$ cat src/timer16_pkg.sv
package timer16_pkg;
    // ****************************************
    // Bus locations of the byte registers
    // ****************************************
    localparam logic [2:0] ADDR_COUNT_LOW = 3'h0;
    localparam logic [2:0] ADDR_COUNT_HIGH = 3'h1;
    localparam logic [2:0] ADDR_CAPTURE_LOW = 3'h2;
    localparam logic [2:0] ADDR_CAPTURE_HIGH = 3'h3;
    localparam logic [2:0] ADDR_COMPARE_A_LOW = 3'h4;
    localparam logic [2:0] ADDR_COMPARE_A_HIGH = 3'h5;
    localparam logic [2:0] ADDR_COMPARE_B_LOW = 3'h6;
    localparam logic [2:0] ADDR_COMPARE_B_HIGH = 3'h7;
    // ****************************************
    // Mode encodings and fixed values
    // ****************************************
    localparam logic [3:0] WAVE_NORMAL = 4'h0;
    localparam logic [3:0] WAVE_CTC_COMPARE = 4'h4;
    localparam logic [3:0] WAVE_PWM_CAPTURE_TOP_A = 4'h8;
    localparam logic [3:0] WAVE_PWM_CAPTURE_TOP_B = 4'ha;
    localparam logic [3:0] WAVE_CTC_CAPTURE = 4'hc;
    localparam logic [3:0] WAVE_FAST_CAPTURE = 4'he;
    localparam logic [2:0] CLOCK_STOPPED = 3'h0;
    localparam logic [15:0] COUNT_MAX = 16'hffff;
    localparam logic [15:0] COUNT_BOTTOM = 16'h0000;
    localparam int FILTER_SAMPLES = 4;
    localparam logic [7:0] BYTE_RESET = 8'h00;
    localparam logic [15:0] WORD_RESET = 16'h0000;
endpackage : timer16_pkg

$ cat src/capture_filter.sv
`timescale 1ns/100ps
module capture_filter
    import timer16_pkg::*;
#(
    parameter int SAMPLES = FILTER_SAMPLES
) (
    input wire logic i_clk,
    input wire logic i_reset,
    input wire logic i_enable,
    input wire logic i_sample,
    output logic o_level
);
    logic [SAMPLES-1:0] history;

    // Sampled every system clock, never by the prescaler
    always_ff @(posedge i_clk) begin
        if (i_reset) begin
            history <= '0;
        end else begin
            history <= {history[SAMPLES-2:0], i_sample};
        end
    end

    // Output moves only when all samples agree; with the filter disabled it follows the sample
    always_ff @(posedge i_clk) begin
        if (i_reset) begin
            o_level <= 1'b0;
        end else if (!i_enable) begin
            o_level <= i_sample;
        end else if (&history) begin
            o_level <= 1'b1;
        end else if (~|history) begin
            o_level <= 1'b0;
        end
    end

    a_filter_agree: assert property (@(posedge i_clk) disable iff (i_reset)
        (i_enable && $changed(o_level)) |-> ($past(history) == {SAMPLES{o_level}}))
        else $error("filter output changed without agreeing samples");
endmodule : capture_filter

$ cat src/timer16_counter_capture.sv
`timescale 1ns/100ps
// Behaviour
// - High-byte writes and count/capture high-byte reads use shared staging register
// - Low-byte read/write moves staging with upper byte
// - Each tick clears, increments or decrements counter
// - Clock select field picks tick source
// - Select zero stops counting
// - Counter accessible with or without ticks
// - CPU write beats clear and count
// - Overflow flag set per mode, requests interrupt
// - Matching edge on pin/comparator triggers capture
// - Capture copies counter, sets flag same cycle
// - Enabled capture flag interrupts; acknowledge or one clears
// - Capture low read stages high byte
// - Capture writable only in capture-top modes
// - Select bit switches source to comparator
// - Detector idle in capture-top modes; filter keeps sampling
// - Filter changes after four agreeing samples
// - Filter enable adds four cycles delay
// - Filter samples on system clock
// - Staging register holds between high writes and count/capture low reads
// - Capture follows driven pin value
// - Compare reads bypass staging register
module timer16_counter_capture
    import timer16_pkg::*;
#(
    parameter int WIDTH = 16
) (
    input wire logic i_clk,
    input wire logic i_reset,
    input wire logic [2:0] i_addr,
    input wire logic i_read,
    input wire logic i_write,
    input wire logic [7:0] i_wdata,
    output logic [7:0] o_rdata,
    input wire logic [2:0] i_clock_select_field,
    input wire logic [3:0] i_wave_mode_field,
    input wire logic i_prescale_tick,
    input wire logic i_external_tick,
    input wire logic i_filter_enable,
    input wire logic i_capture_rising,
    input wire logic i_comparator_capture_select,
    input wire logic i_capture_pin,
    input wire logic i_comparator_output,
    input wire logic i_capture_irq_enable,
    input wire logic i_overflow_irq_enable,
    input wire logic i_capture_flag_clear,
    input wire logic i_overflow_flag_clear,
    input wire logic i_capture_irq_ack,
    input wire logic i_overflow_irq_ack,
    output logic [WIDTH-1:0] o_count_value,
    output logic [WIDTH-1:0] o_capture_value,
    output logic o_capture_flag,
    output logic o_overflow_flag,
    output logic o_capture_irq,
    output logic o_overflow_irq
);
    // ****************************************
    // Declarations
    // ****************************************
    typedef enum logic [2:0] {
        DIR_UP = 3'b001,
        DIR_DOWN = 3'b010,
        DIR_HOLD = 3'b100
    } direction_t;

    direction_t direction;
    logic [7:0] staging;
    logic [WIDTH-1:0] compare_a;
    logic [WIDTH-1:0] compare_b;
    logic [WIDTH-1:0] top_value;
    logic [WIDTH-1:0] next_count;
    logic timer_tick;
    logic capture_top_mode;
    logic phase_correct;
    logic sync_a;
    logic sync_b;
    logic sync_c;
    logic sync_d;
    logic source_level;
    logic filtered;
    logic filtered_last;
    logic capture_event;
    logic count_wr;
    logic overflow_event;

    function automatic logic is_capture_top(input logic [3:0] mode);
        return mode == WAVE_PWM_CAPTURE_TOP_A || mode == WAVE_PWM_CAPTURE_TOP_B
            || mode == WAVE_CTC_CAPTURE || mode == WAVE_FAST_CAPTURE;
    endfunction : is_capture_top

    assign capture_top_mode = is_capture_top(i_wave_mode_field);
    assign phase_correct = (i_wave_mode_field == WAVE_PWM_CAPTURE_TOP_A)
        || (i_wave_mode_field == WAVE_PWM_CAPTURE_TOP_B);
    assign count_wr = i_write && (i_addr == ADDR_COUNT_LOW);

    // ****************************************
    // Tick selection
    // ****************************************
    always_comb begin
        unique case (i_clock_select_field)
            CLOCK_STOPPED: timer_tick = 1'b0;
            3'h6, 3'h7: timer_tick = i_external_tick;
            default: timer_tick = i_prescale_tick;
        endcase
    end

    always_comb begin
        if (capture_top_mode) begin
            top_value = o_capture_value;
        end else if (i_wave_mode_field == WAVE_CTC_COMPARE) begin
            top_value = compare_a;
        end else begin
            top_value = COUNT_MAX;
        end
    end

    // ****************************************
    // Counter
    // ****************************************
    always_comb begin
        next_count = o_count_value;
        overflow_event = 1'b0;
        if (timer_tick) begin
            if (phase_correct) begin
                if (direction == DIR_DOWN) begin
                    next_count = o_count_value - 1'b1;
                    overflow_event = (o_count_value == COUNT_BOTTOM + 1'b1);
                end else begin
                    next_count = o_count_value + 1'b1;
                end
            end else if (o_count_value == top_value) begin
                next_count = COUNT_BOTTOM;
                overflow_event = (top_value == COUNT_MAX)
                    || (i_wave_mode_field == WAVE_FAST_CAPTURE);
            end else begin
                next_count = o_count_value + 1'b1;
            end
        end
    end

    always_ff @(posedge i_clk) begin
        if (i_reset) begin
            o_count_value <= WORD_RESET;
        end else if (count_wr) begin
            o_count_value <= {staging, i_wdata};
        end else begin
            o_count_value <= next_count;
        end
    end

    always_ff @(posedge i_clk) begin
        if (i_reset || !phase_correct) begin
            direction <= DIR_UP;
        end else if (timer_tick && !count_wr) begin
            if (direction != DIR_DOWN && o_count_value + 1'b1 == top_value) begin
                direction <= DIR_DOWN;
            end else if (direction == DIR_DOWN && o_count_value == COUNT_BOTTOM + 1'b1) begin
                direction <= DIR_UP;
            end
        end
    end

    // ****************************************
    // Staging register and byte access
    // ****************************************
    always_ff @(posedge i_clk) begin
        if (i_reset) begin
            staging <= BYTE_RESET;
        end else if (i_write && i_addr[0]) begin
            staging <= i_wdata;
        end else if (i_read && i_addr == ADDR_COUNT_LOW) begin
            staging <= o_count_value[15:8];
        end else if (i_read && i_addr == ADDR_CAPTURE_LOW) begin
            staging <= o_capture_value[15:8];
        end
    end

    always_ff @(posedge i_clk) begin
        if (i_reset) begin
            compare_a <= WORD_RESET;
            compare_b <= WORD_RESET;
        end else if (i_write && i_addr == ADDR_COMPARE_A_LOW) begin
            compare_a <= {staging, i_wdata};
        end else if (i_write && i_addr == ADDR_COMPARE_B_LOW) begin
            compare_b <= {staging, i_wdata};
        end
    end

    always_ff @(posedge i_clk) begin
        if (i_reset) begin
            o_rdata <= BYTE_RESET;
        end else if (i_read) begin
            unique case (i_addr)
                ADDR_COUNT_LOW: o_rdata <= o_count_value[7:0];
                ADDR_CAPTURE_LOW: o_rdata <= o_capture_value[7:0];
                ADDR_COMPARE_A_LOW: o_rdata <= compare_a[7:0];
                ADDR_COMPARE_A_HIGH: o_rdata <= compare_a[15:8];
                ADDR_COMPARE_B_LOW: o_rdata <= compare_b[7:0];
                ADDR_COMPARE_B_HIGH: o_rdata <= compare_b[15:8];
                default: o_rdata <= staging;
            endcase
        end
    end

    // ****************************************
    // Capture input path
    // ****************************************
    // Pin is the driven port value, so software can toggle it
    assign source_level = i_comparator_capture_select
        ? sync_d : sync_b;

    always_ff @(posedge i_clk) begin
        if (i_reset) begin
            sync_a <= 1'b0;
            sync_b <= 1'b0;
            sync_c <= 1'b0;
            sync_d <= 1'b0;
        end else begin
            sync_a <= i_capture_pin;
            sync_b <= sync_a;
            sync_c <= i_comparator_output;
            sync_d <= sync_c;
        end
    end

    capture_filter #(
        .SAMPLES(FILTER_SAMPLES)
    ) u_filter (
        .i_clk(i_clk),
        .i_reset(i_reset),
        .i_enable(i_filter_enable),
        .i_sample(source_level),
        .o_level(filtered)
    );

    always_ff @(posedge i_clk) begin
        if (i_reset) begin
            filtered_last <= 1'b0;
        end else begin
            filtered_last <= filtered;
        end
    end

    assign capture_event = !capture_top_mode
        && (filtered != filtered_last)
        && (filtered == i_capture_rising);

    always_ff @(posedge i_clk) begin
        if (i_reset) begin
            o_capture_value <= WORD_RESET;
        end else if (capture_event) begin
            o_capture_value <= o_count_value;
        end else if (i_write && i_addr == ADDR_CAPTURE_LOW && capture_top_mode) begin
            o_capture_value <= {staging, i_wdata};
        end
    end

    // ****************************************
    // Flags
    // ****************************************
    always_ff @(posedge i_clk) begin
        if (i_reset) begin
            o_capture_flag <= 1'b0;
        end else if (capture_event) begin
            o_capture_flag <= 1'b1;
        end else if (i_capture_flag_clear || i_capture_irq_ack) begin
            o_capture_flag <= 1'b0;
        end
    end

    always_ff @(posedge i_clk) begin
        if (i_reset) begin
            o_overflow_flag <= 1'b0;
        end else if (overflow_event && !count_wr) begin
            o_overflow_flag <= 1'b1;
        end else if (i_overflow_flag_clear || i_overflow_irq_ack) begin
            o_overflow_flag <= 1'b0;
        end
    end

    assign o_capture_irq = o_capture_flag && i_capture_irq_enable;
    assign o_overflow_irq = o_overflow_flag && i_overflow_irq_enable;

    // ****************************************
    // Checks
    // ****************************************
    a_stop_holds: assert property (@(posedge i_clk) disable iff (i_reset)
        (i_clock_select_field == CLOCK_STOPPED && !count_wr) ##1 1'b1
        |-> $stable(o_count_value))
        else $error("counter moved while stopped");
    a_write_wins: assert property (@(posedge i_clk) disable iff (i_reset)
        count_wr |=> o_count_value == {$past(staging), $past(i_wdata)})
        else $error("counter write lost");
    a_capture_copy: assert property (@(posedge i_clk) disable iff (i_reset)
        capture_event |=> o_capture_flag && o_capture_value == $past(o_count_value))
        else $error("capture copy or flag wrong");
    a_stage_count: assert property (@(posedge i_clk) disable iff (i_reset)
        (i_read && i_addr == ADDR_COUNT_LOW && !i_write)
        |=> staging == $past(o_count_value[15:8]))
        else $error("staging not loaded from counter");
    a_stage_capture: assert property (@(posedge i_clk) disable iff (i_reset)
        (i_read && i_addr == ADDR_CAPTURE_LOW && !i_write) ##1 !(i_read || i_write)
        ##1 (i_read && i_addr == ADDR_CAPTURE_HIGH)
        |=> o_rdata == $past(o_capture_value[15:8], 3))
        else $error("capture high byte read wrong");
    a_stage_holds: assert property (@(posedge i_clk) disable iff (i_reset)
        !(i_write && i_addr[0]) && !(i_read && !i_addr[2] && !i_addr[0]) |=> $stable(staging))
        else $error("staging changed unexpectedly");
    a_capture_guard: assert property (@(posedge i_clk) disable iff (i_reset)
        (i_write && i_addr == ADDR_CAPTURE_LOW && !capture_top_mode && !capture_event)
        |=> $stable(o_capture_value))
        else $error("capture written in wrong mode");
    a_quiet_top: assert property (@(posedge i_clk) disable iff (i_reset)
        (capture_top_mode && !(i_write && i_addr == ADDR_CAPTURE_LOW))
        |=> $stable(o_capture_value) && !$rose(o_capture_flag))
        else $error("capture in capture-top mode");
    a_capture_clear: assert property (@(posedge i_clk) disable iff (i_reset)
        ((i_capture_flag_clear || i_capture_irq_ack) && !capture_event)
        |=> !o_capture_flag && !o_capture_irq)
        else $error("capture flag or interrupt not cleared");
    a_compare_read: assert property (@(posedge i_clk) disable iff (i_reset)
        (i_read && i_addr == ADDR_COMPARE_A_HIGH && !i_write)
        |=> o_rdata == $past(compare_a[15:8]))
        else $error("compare high read used staging");

    c_capture: cover property (@(posedge i_clk) disable iff (i_reset) capture_event);
    c_overflow: cover property (@(posedge i_clk) disable iff (i_reset) overflow_event);
    c_word_read: cover property (@(posedge i_clk) disable iff (i_reset)
        (i_read && i_addr == ADDR_COUNT_LOW) ##2 (i_read && i_addr == ADDR_COUNT_HIGH));
    c_down: cover property (@(posedge i_clk) disable iff (i_reset) direction == DIR_DOWN);
endmodule : timer16_counter_capture

$ cat config.mk
export PLATFORM = sky130hd
export DESIGN_NAME = timer16_counter_capture
export DESIGN_NICKNAME = d
export VERILOG_FILES = /design/src/timer16_pkg.sv /design/src/capture_filter.sv /design/src/timer16_counter_capture.sv
export SDC_FILE = /design/constraint.sdc
export NUM_CORES = 1
export LEC_CHECK = 0
export BUFFER_PORTS_ARGS = -buffer_cell sky130_fd_sc_hd__buf_2
export CAP_MARGIN = 20
export CORE_MARGIN = 2
export CORE_UTILIZATION = 50
export CTS_BUF_LIST = sky130_fd_sc_hd__clkbuf_8
export CTS_CLUSTER_SIZE = 16
export DETAILED_ROUTE_END_ITERATION = 8
export GPL_ROUTABILITY_DRIVEN = 1
export MAX_ROUTING_LAYER = met4
export PLACE_DENSITY = 0.78
export SLEW_MARGIN = 40
export SYNTH_ARGS = -nofsm -noshare
export SYNTH_HDL_FRONTEND = slang
export SYNTH_SLANG_ARGS = --single-unit
$ cat constraint.sdc
create_clock -name i_clk -period 2.22 [get_ports i_clk]
set_input_delay 0.111 -clock i_clk [delete_from_list [all_inputs] [get_ports i_clk]]
set_output_delay 0.111 -clock i_clk [all_outputs]
set_load 0.01 [all_outputs]
# Word level (Yosys, flattened, before mapping)
# Index checks and enable logic that the tools add are counted.
word_totals:
  register_bits: 95
  in_bits: 35
  out_inout_bits: 44
  wordCells: 107
op_classes:
  addsub: 2
  eq_ne: 21
  n_mux: 28
  bitwise: 1
  reduce_logical: 39
ops:
  columns: ["operator", "n"]
  rows:
  - ["$mux 16", 9]
  - ["$pmux 8 s6", 1]
  - ["$eq 16x16->1", 2]
  - ["$mux 8", 3]
  - ["$eq 3x3->1 const B", 6]
  - ["$add 16x1->16 const B", 1]
  - ["$eq 16x1->1 const B", 1]
  - ["$eq 16x16->1 const B", 1]
  - ["$eq 4x4->1 const B", 4]
  - ["$logic_and 1x1->1", 16]
  - ["$sub 16x1->16 const B", 1]
  - ["$mux 1", 12]
  - ["$reduce_bool 2->1", 5]
  - ["$logic_or 1x1->1", 7]
  - ["$eq 3x2->1 const B", 2]
  - ["$logic_not 3->1", 2]
  - ["$mux 3", 2]
  - ["$ne 3x2->1 const B", 2]
  - ["$eq 4x3->1 const B", 1]
  - ["$reduce_and 2->1", 2]
  - ["$reduce_and 4->1", 1]
  - ["$reduce_or 4->1", 1]
  - ["$logic_not 1->1", 3]
  - ["$reduce_bool 3->1", 1]
  - ["5 further kinds", 5]

# Longest topological paths before layout
depth:
  depth_word: 12
  depth_mapped: 11
  mapped_depth_nobuf: 9

# Modules after synthesis
# A second synthesis with hierarchy kept.
unflattened:
  hier_cells: 778
  hier_area_um2: 5851.9
modules_own_cells:
  columns: ["mod", "n_inst", "cells_per_inst", "area_per_inst_um2", "seq_area_each_um2"]
  rows:
  - ["timer16_counter_capture", 1, 764, 5693.0, 1781.7]
  - ["capture_filter", 1, 14, 158.9, 100.1]

# Worst setup path before layout
# No wires, ideal clock.
synth_path:
  path_kind: "reg-to-reg"
  startpoint: "register o_count_value[0]"
  endpoint: "register direction[0]"
  setup_time_ns: 0.133
  t_arrival_ns: 2.199
  required_ns: 2.087
  slack_ns: -0.112
  stages_incl_launch_ff: 10
  n_path_buf: 0
  period_less_slack_ns: 2.332
  path_cell_list: "dfxtp_1 > ha_1 > nand3_1 > nor3_2 > nand3_1 > xnor2_1 > nor4_1 > o211ai_1 > a2111oi_2 > a21oi_1"
synth_between:
  elab_chain_len: 5
  elab_cells_between_ends: 8
  classes_between: "add/sub: 1; eq/ne: 2; mux: 1; reduce/logical: 4"
synth_rtl:
  columns: ["element", "line", "text"]
  rows:
  - ["start, declared", "timer16_counter_capture.sv:51", "output logic [WIDTH-1:0] o_count_value,"]
  - ["start signal, assigned", "timer16_counter_capture.sv:146", "o_count_value <= {staging, i_wdata};"]
  - ["start signal, assigned", "timer16_counter_capture.sv:148", "o_count_value <= next_count;"]
  - ["$add 16x1->16", "timer16_counter_capture.sv:156", "if (direction != DIR_DOWN && o_count_value + 1'b1 == top_value) begin"]
  - ["$eq 16x16->1", "timer16_counter_capture.sv:156", null]
  - ["$logic_and 1x1->1", "timer16_counter_capture.sv:156", null]
  - ["$reduce_bool 2->1 (no line)", null, null]
  - ["$reduce_and 2->1 (no line)", null, null]
  - ["end signal, assigned", "timer16_counter_capture.sv:154", "direction <= DIR_UP;"]
  - ["end signal, assigned", "timer16_counter_capture.sv:157", "direction <= DIR_DOWN;"]
  - ["end signal, assigned", "timer16_counter_capture.sv:159", "direction <= DIR_UP;"]
  - ["end, declared", "timer16_counter_capture.sv:67", "direction_t direction;"]
# Several ways; a longest one is shown, not always the timed one.
# A chain may end at the register's enable or synchronous reset.

# Worst setup path in the final report
layout_path:
  startpoint: "register compare_a[11]"
  endpoint: "register o_count_value[1]"
layout_between:
  elab_chain_len: 7
layout_rtl:
  columns: ["element", "line", "text"]
  rows:
  - ["start, declared", "timer16_counter_capture.sv:69", "logic [WIDTH-1:0] compare_a;"]
  - ["start signal, assigned", "timer16_counter_capture.sv:184", "compare_a <= {staging, i_wdata};"]
  - ["$mux 16", "timer16_counter_capture.sv:111", "end else if (i_wave_mode_field == WAVE_CTC_COMPARE) begin"]
  - ["$mux 16", "timer16_counter_capture.sv:109", "if (capture_top_mode) begin"]
  - ["$eq 16x16->1", "timer16_counter_capture.sv:132", "end else if (o_count_value == top_value) begin"]
  - ["$mux 16", "timer16_counter_capture.sv:132", null]
  - ["$mux 16", "timer16_counter_capture.sv:125", "if (phase_correct) begin"]
  - ["$mux 16", "timer16_counter_capture.sv:124", "if (timer_tick) begin"]
  - ["$mux 16", "timer16_counter_capture.sv:145", "end else if (count_wr) begin"]
# Every way passes these cells. The select of a mux whose other input is x is not followed.

==> impl_metrics.tcl <==
set metrics [dict create \
    drt-total-wl_um 21800 \
    critPathRequiredTime_ps 2450 \
    fin_nets 949 \
    fin_util 0.677 \
    leakagePower_nw 3.08 \
    drtIter0Drc 684 \
    pin_count 79 \
    start_util 0.510 \
    cts_inserted_buffers 9 \
    final_antenna_net_count 0 \
    synth-edff-count 0 \
    status "complete, but fails checks" \
    area.growth.synth_to_final_pct 32.7 \
    grt.overflow.total 0 \
    mappedNetlistArea_mm2 0.00580 \
    syn_area_per_cell_um2 7.68 \
    clk_latency_ps 380 \
    critical_path_class "reg2reg" \
    crit_slowest_cell "or4b_4" \
    whs_ps 26.4 \
    cts_tree "done" \
    async_flop_share 0 \
    rows 39 \
    violations "negative setup slack" \
    worst_slew_pin_slew_ps 764 \
    die_h_um 112 \
    vdd_ir_drop_max_uv 485 \
    cts_root_buffer "clkbuf_8" \
    placedCellCount 1032 \
    postSynthCellCount 755 \
    final_common_cell "buf_4" \
    dr_total_vias 6557 \
    cts.sinks 94 \
    grt_max_degree 95 \
    fin_area_mm2 0.00770 \
    fmax_mhz 432 \
    period_share 1.04 \
    grt_usage 0.351 \
    ys.warnings.count 0 \
    period_needed_ps 2310 \
    fin_cells 1060 \
    drtPass1Iterations 7 \
    drive_gt1_frac 0.330 \
    finalMaxSlewViolations 0 \
    startpoint_type "flip-flop" \
    slowest_delay_ps 500 \
    place_ws_ps -304 \
    cts_max_level 3 \
    final_cell_mix "buf_4, nand2_1, dfxtp_1, buf_2" \
    core_mm2 0.0114 \
    path_cells "or4b_4 > a21oi_4 > xnor2_2 > nor4_2 > nand3_1 > or2_4 > buf_6 > nand3_2 > a31oi_1" \
    grt_pass1_wl_um 33800 \
    max_slew_margin 0.491 \
    grtUsageMet1 0.429 \
    ys_seq_area_frac 0.324 \
    synth_seq_cells 94 \
    gp_congestion 0.917 \
    ys.flop_type "dfxtp_1" \
    vias_per_cell 6.19 \
    drc 0 \
    place_area_mm2 0.00708 \
    clkTransAtPathRegs_ps 110 \
    fill_cells 973 \
    crit_path_end_kind "flip-flop" \
    worst_slack_ps -94.9 \
    setup_tns_ps -932 \
    power.density_mw_per_mm2 484 \
    die_x_um 112 \
    hold_class "in2reg" \
    wl_per_cell_um 20.6 \
    clock_skew_ps 11.5 \
    hold_violations 0 \
    setup_violations 15 \
    antenna_found_initial 1 \
    cts_buffer_depth 2 \
    top_usage_layer "met2" \
    grtUsageMet2 0.573 \
    port_buffers 78 \
    maxCapViolCount 0 \
    synth_cell_types 67 \
    first_global_vias 6362 \
    p_total_mw 3.72 \
    syn_nets 793 \
    place_hpwl_um 16100 \
    die_area_mm2 0.0125 \
    grtUsageMet3 0.0392 \
    cp.arrival_ps 2550 \
    rsz0062_at_grt "yes" \
    crit_path_max_fanout 5 \
]
-- area by class of cell --
| class | count | area, µm² | area share |
|---|---|---|---|
| inverters | 8 | 30.0 | 0.00390 |
| flip-flops and latches | 94 | 1900 | 0.247 |
| well taps | 143 | 179 | 0.0232 |
| diodes | 1 | 2.50 | 0.000325 |
| clock buffers | 9 | 124 | 0.0161 |
| multi-input cells | 591 | 3990 | 0.519 |
| clock inverters | 7 | 73.8 | 0.00959 |
| repair buffers | 207 | 1390 | 0.181 |
-- synthesized netlist by cell type (all sizes together), types with 13 or more instances --
library cell,n,area [µm²]
nand3,16,80.1
clkbuf,47,176
nor3,23,120
nand2b,21,131
nor2b,13,81.3
nor2,68,255
a22oi,18,135
nand4,14,87.6
a211oi,20,150
or4b,17,174
a21oi,86,453
buf,15,80.1
mux2i,33,330
xnor2,24,210
o21ai,20,100
and3,18,113
dfxtp,94,1880
nand2,96,360
-- metal layers --
layer,wire (µm),vias to the layer above
met2,10400,320
met5,0,-
met4,1140,0
met1,8710,3107
met3,1530,76
li1,-,3054
-- power by group --
part / switching, mW / total (mW) / internal, mW
clock network: 0.735 / 1.18 / 0.443
registers: 0.0538 / 1.79 / 1.73
logic: 0.438 / 0.761 / 0.323
total: 1.23 / 3.72 / 2.50
-- worst paths after layout --
path / start / slack (ps) / cells after the start / end
max: compare_a[11] / -90 / 9 / o_count_value[1]
min: i_comparator_capture_select / 30 / 3 / u_filter.history[0]
max reg2reg: compare_a[11] / -90 / 9 / o_count_value[1]
min reg2reg: sync_a / 460 / 1 / sync_b
-- state kept, by name, summed over array words and instances (netlist names), 2 cells and up --
signal            cells
compare_a            16
compare_b            16
o_capture_value      16
o_count_value        16
o_rdata               8
staging               8
u_filter.history      4
direction             2
-- cell families after synthesis --
group | share of synthesized area
compound gates | 0.229
xor+xnor | 0.0438
fa+ha+maj | 0.00647
buf+inv | 0.0494
flops | 0.324
mux | 0.0647
simple gates | 0.282
-- worst max-delay path, delay by kind of cell (launching register included) --
family,cells,cell delay [ps]
AO/OA/AOI/OAI,2,270
AND/OR/NAND/NOR,5,1310
flip-flops,1,340
buffers and inverters,1,140
XOR/XNOR,1,120
-- repair_timing --
action                     4_1_cts  5_1_grt
setup buffers                    6        3
hold buffers                     3        0
resized for setup               42       33
setup endpoints to repair       19       19
pin swaps                       31       32
hold endpoints to repair         3        0
No activity file was read; power rests on OpenSTA's default activity.
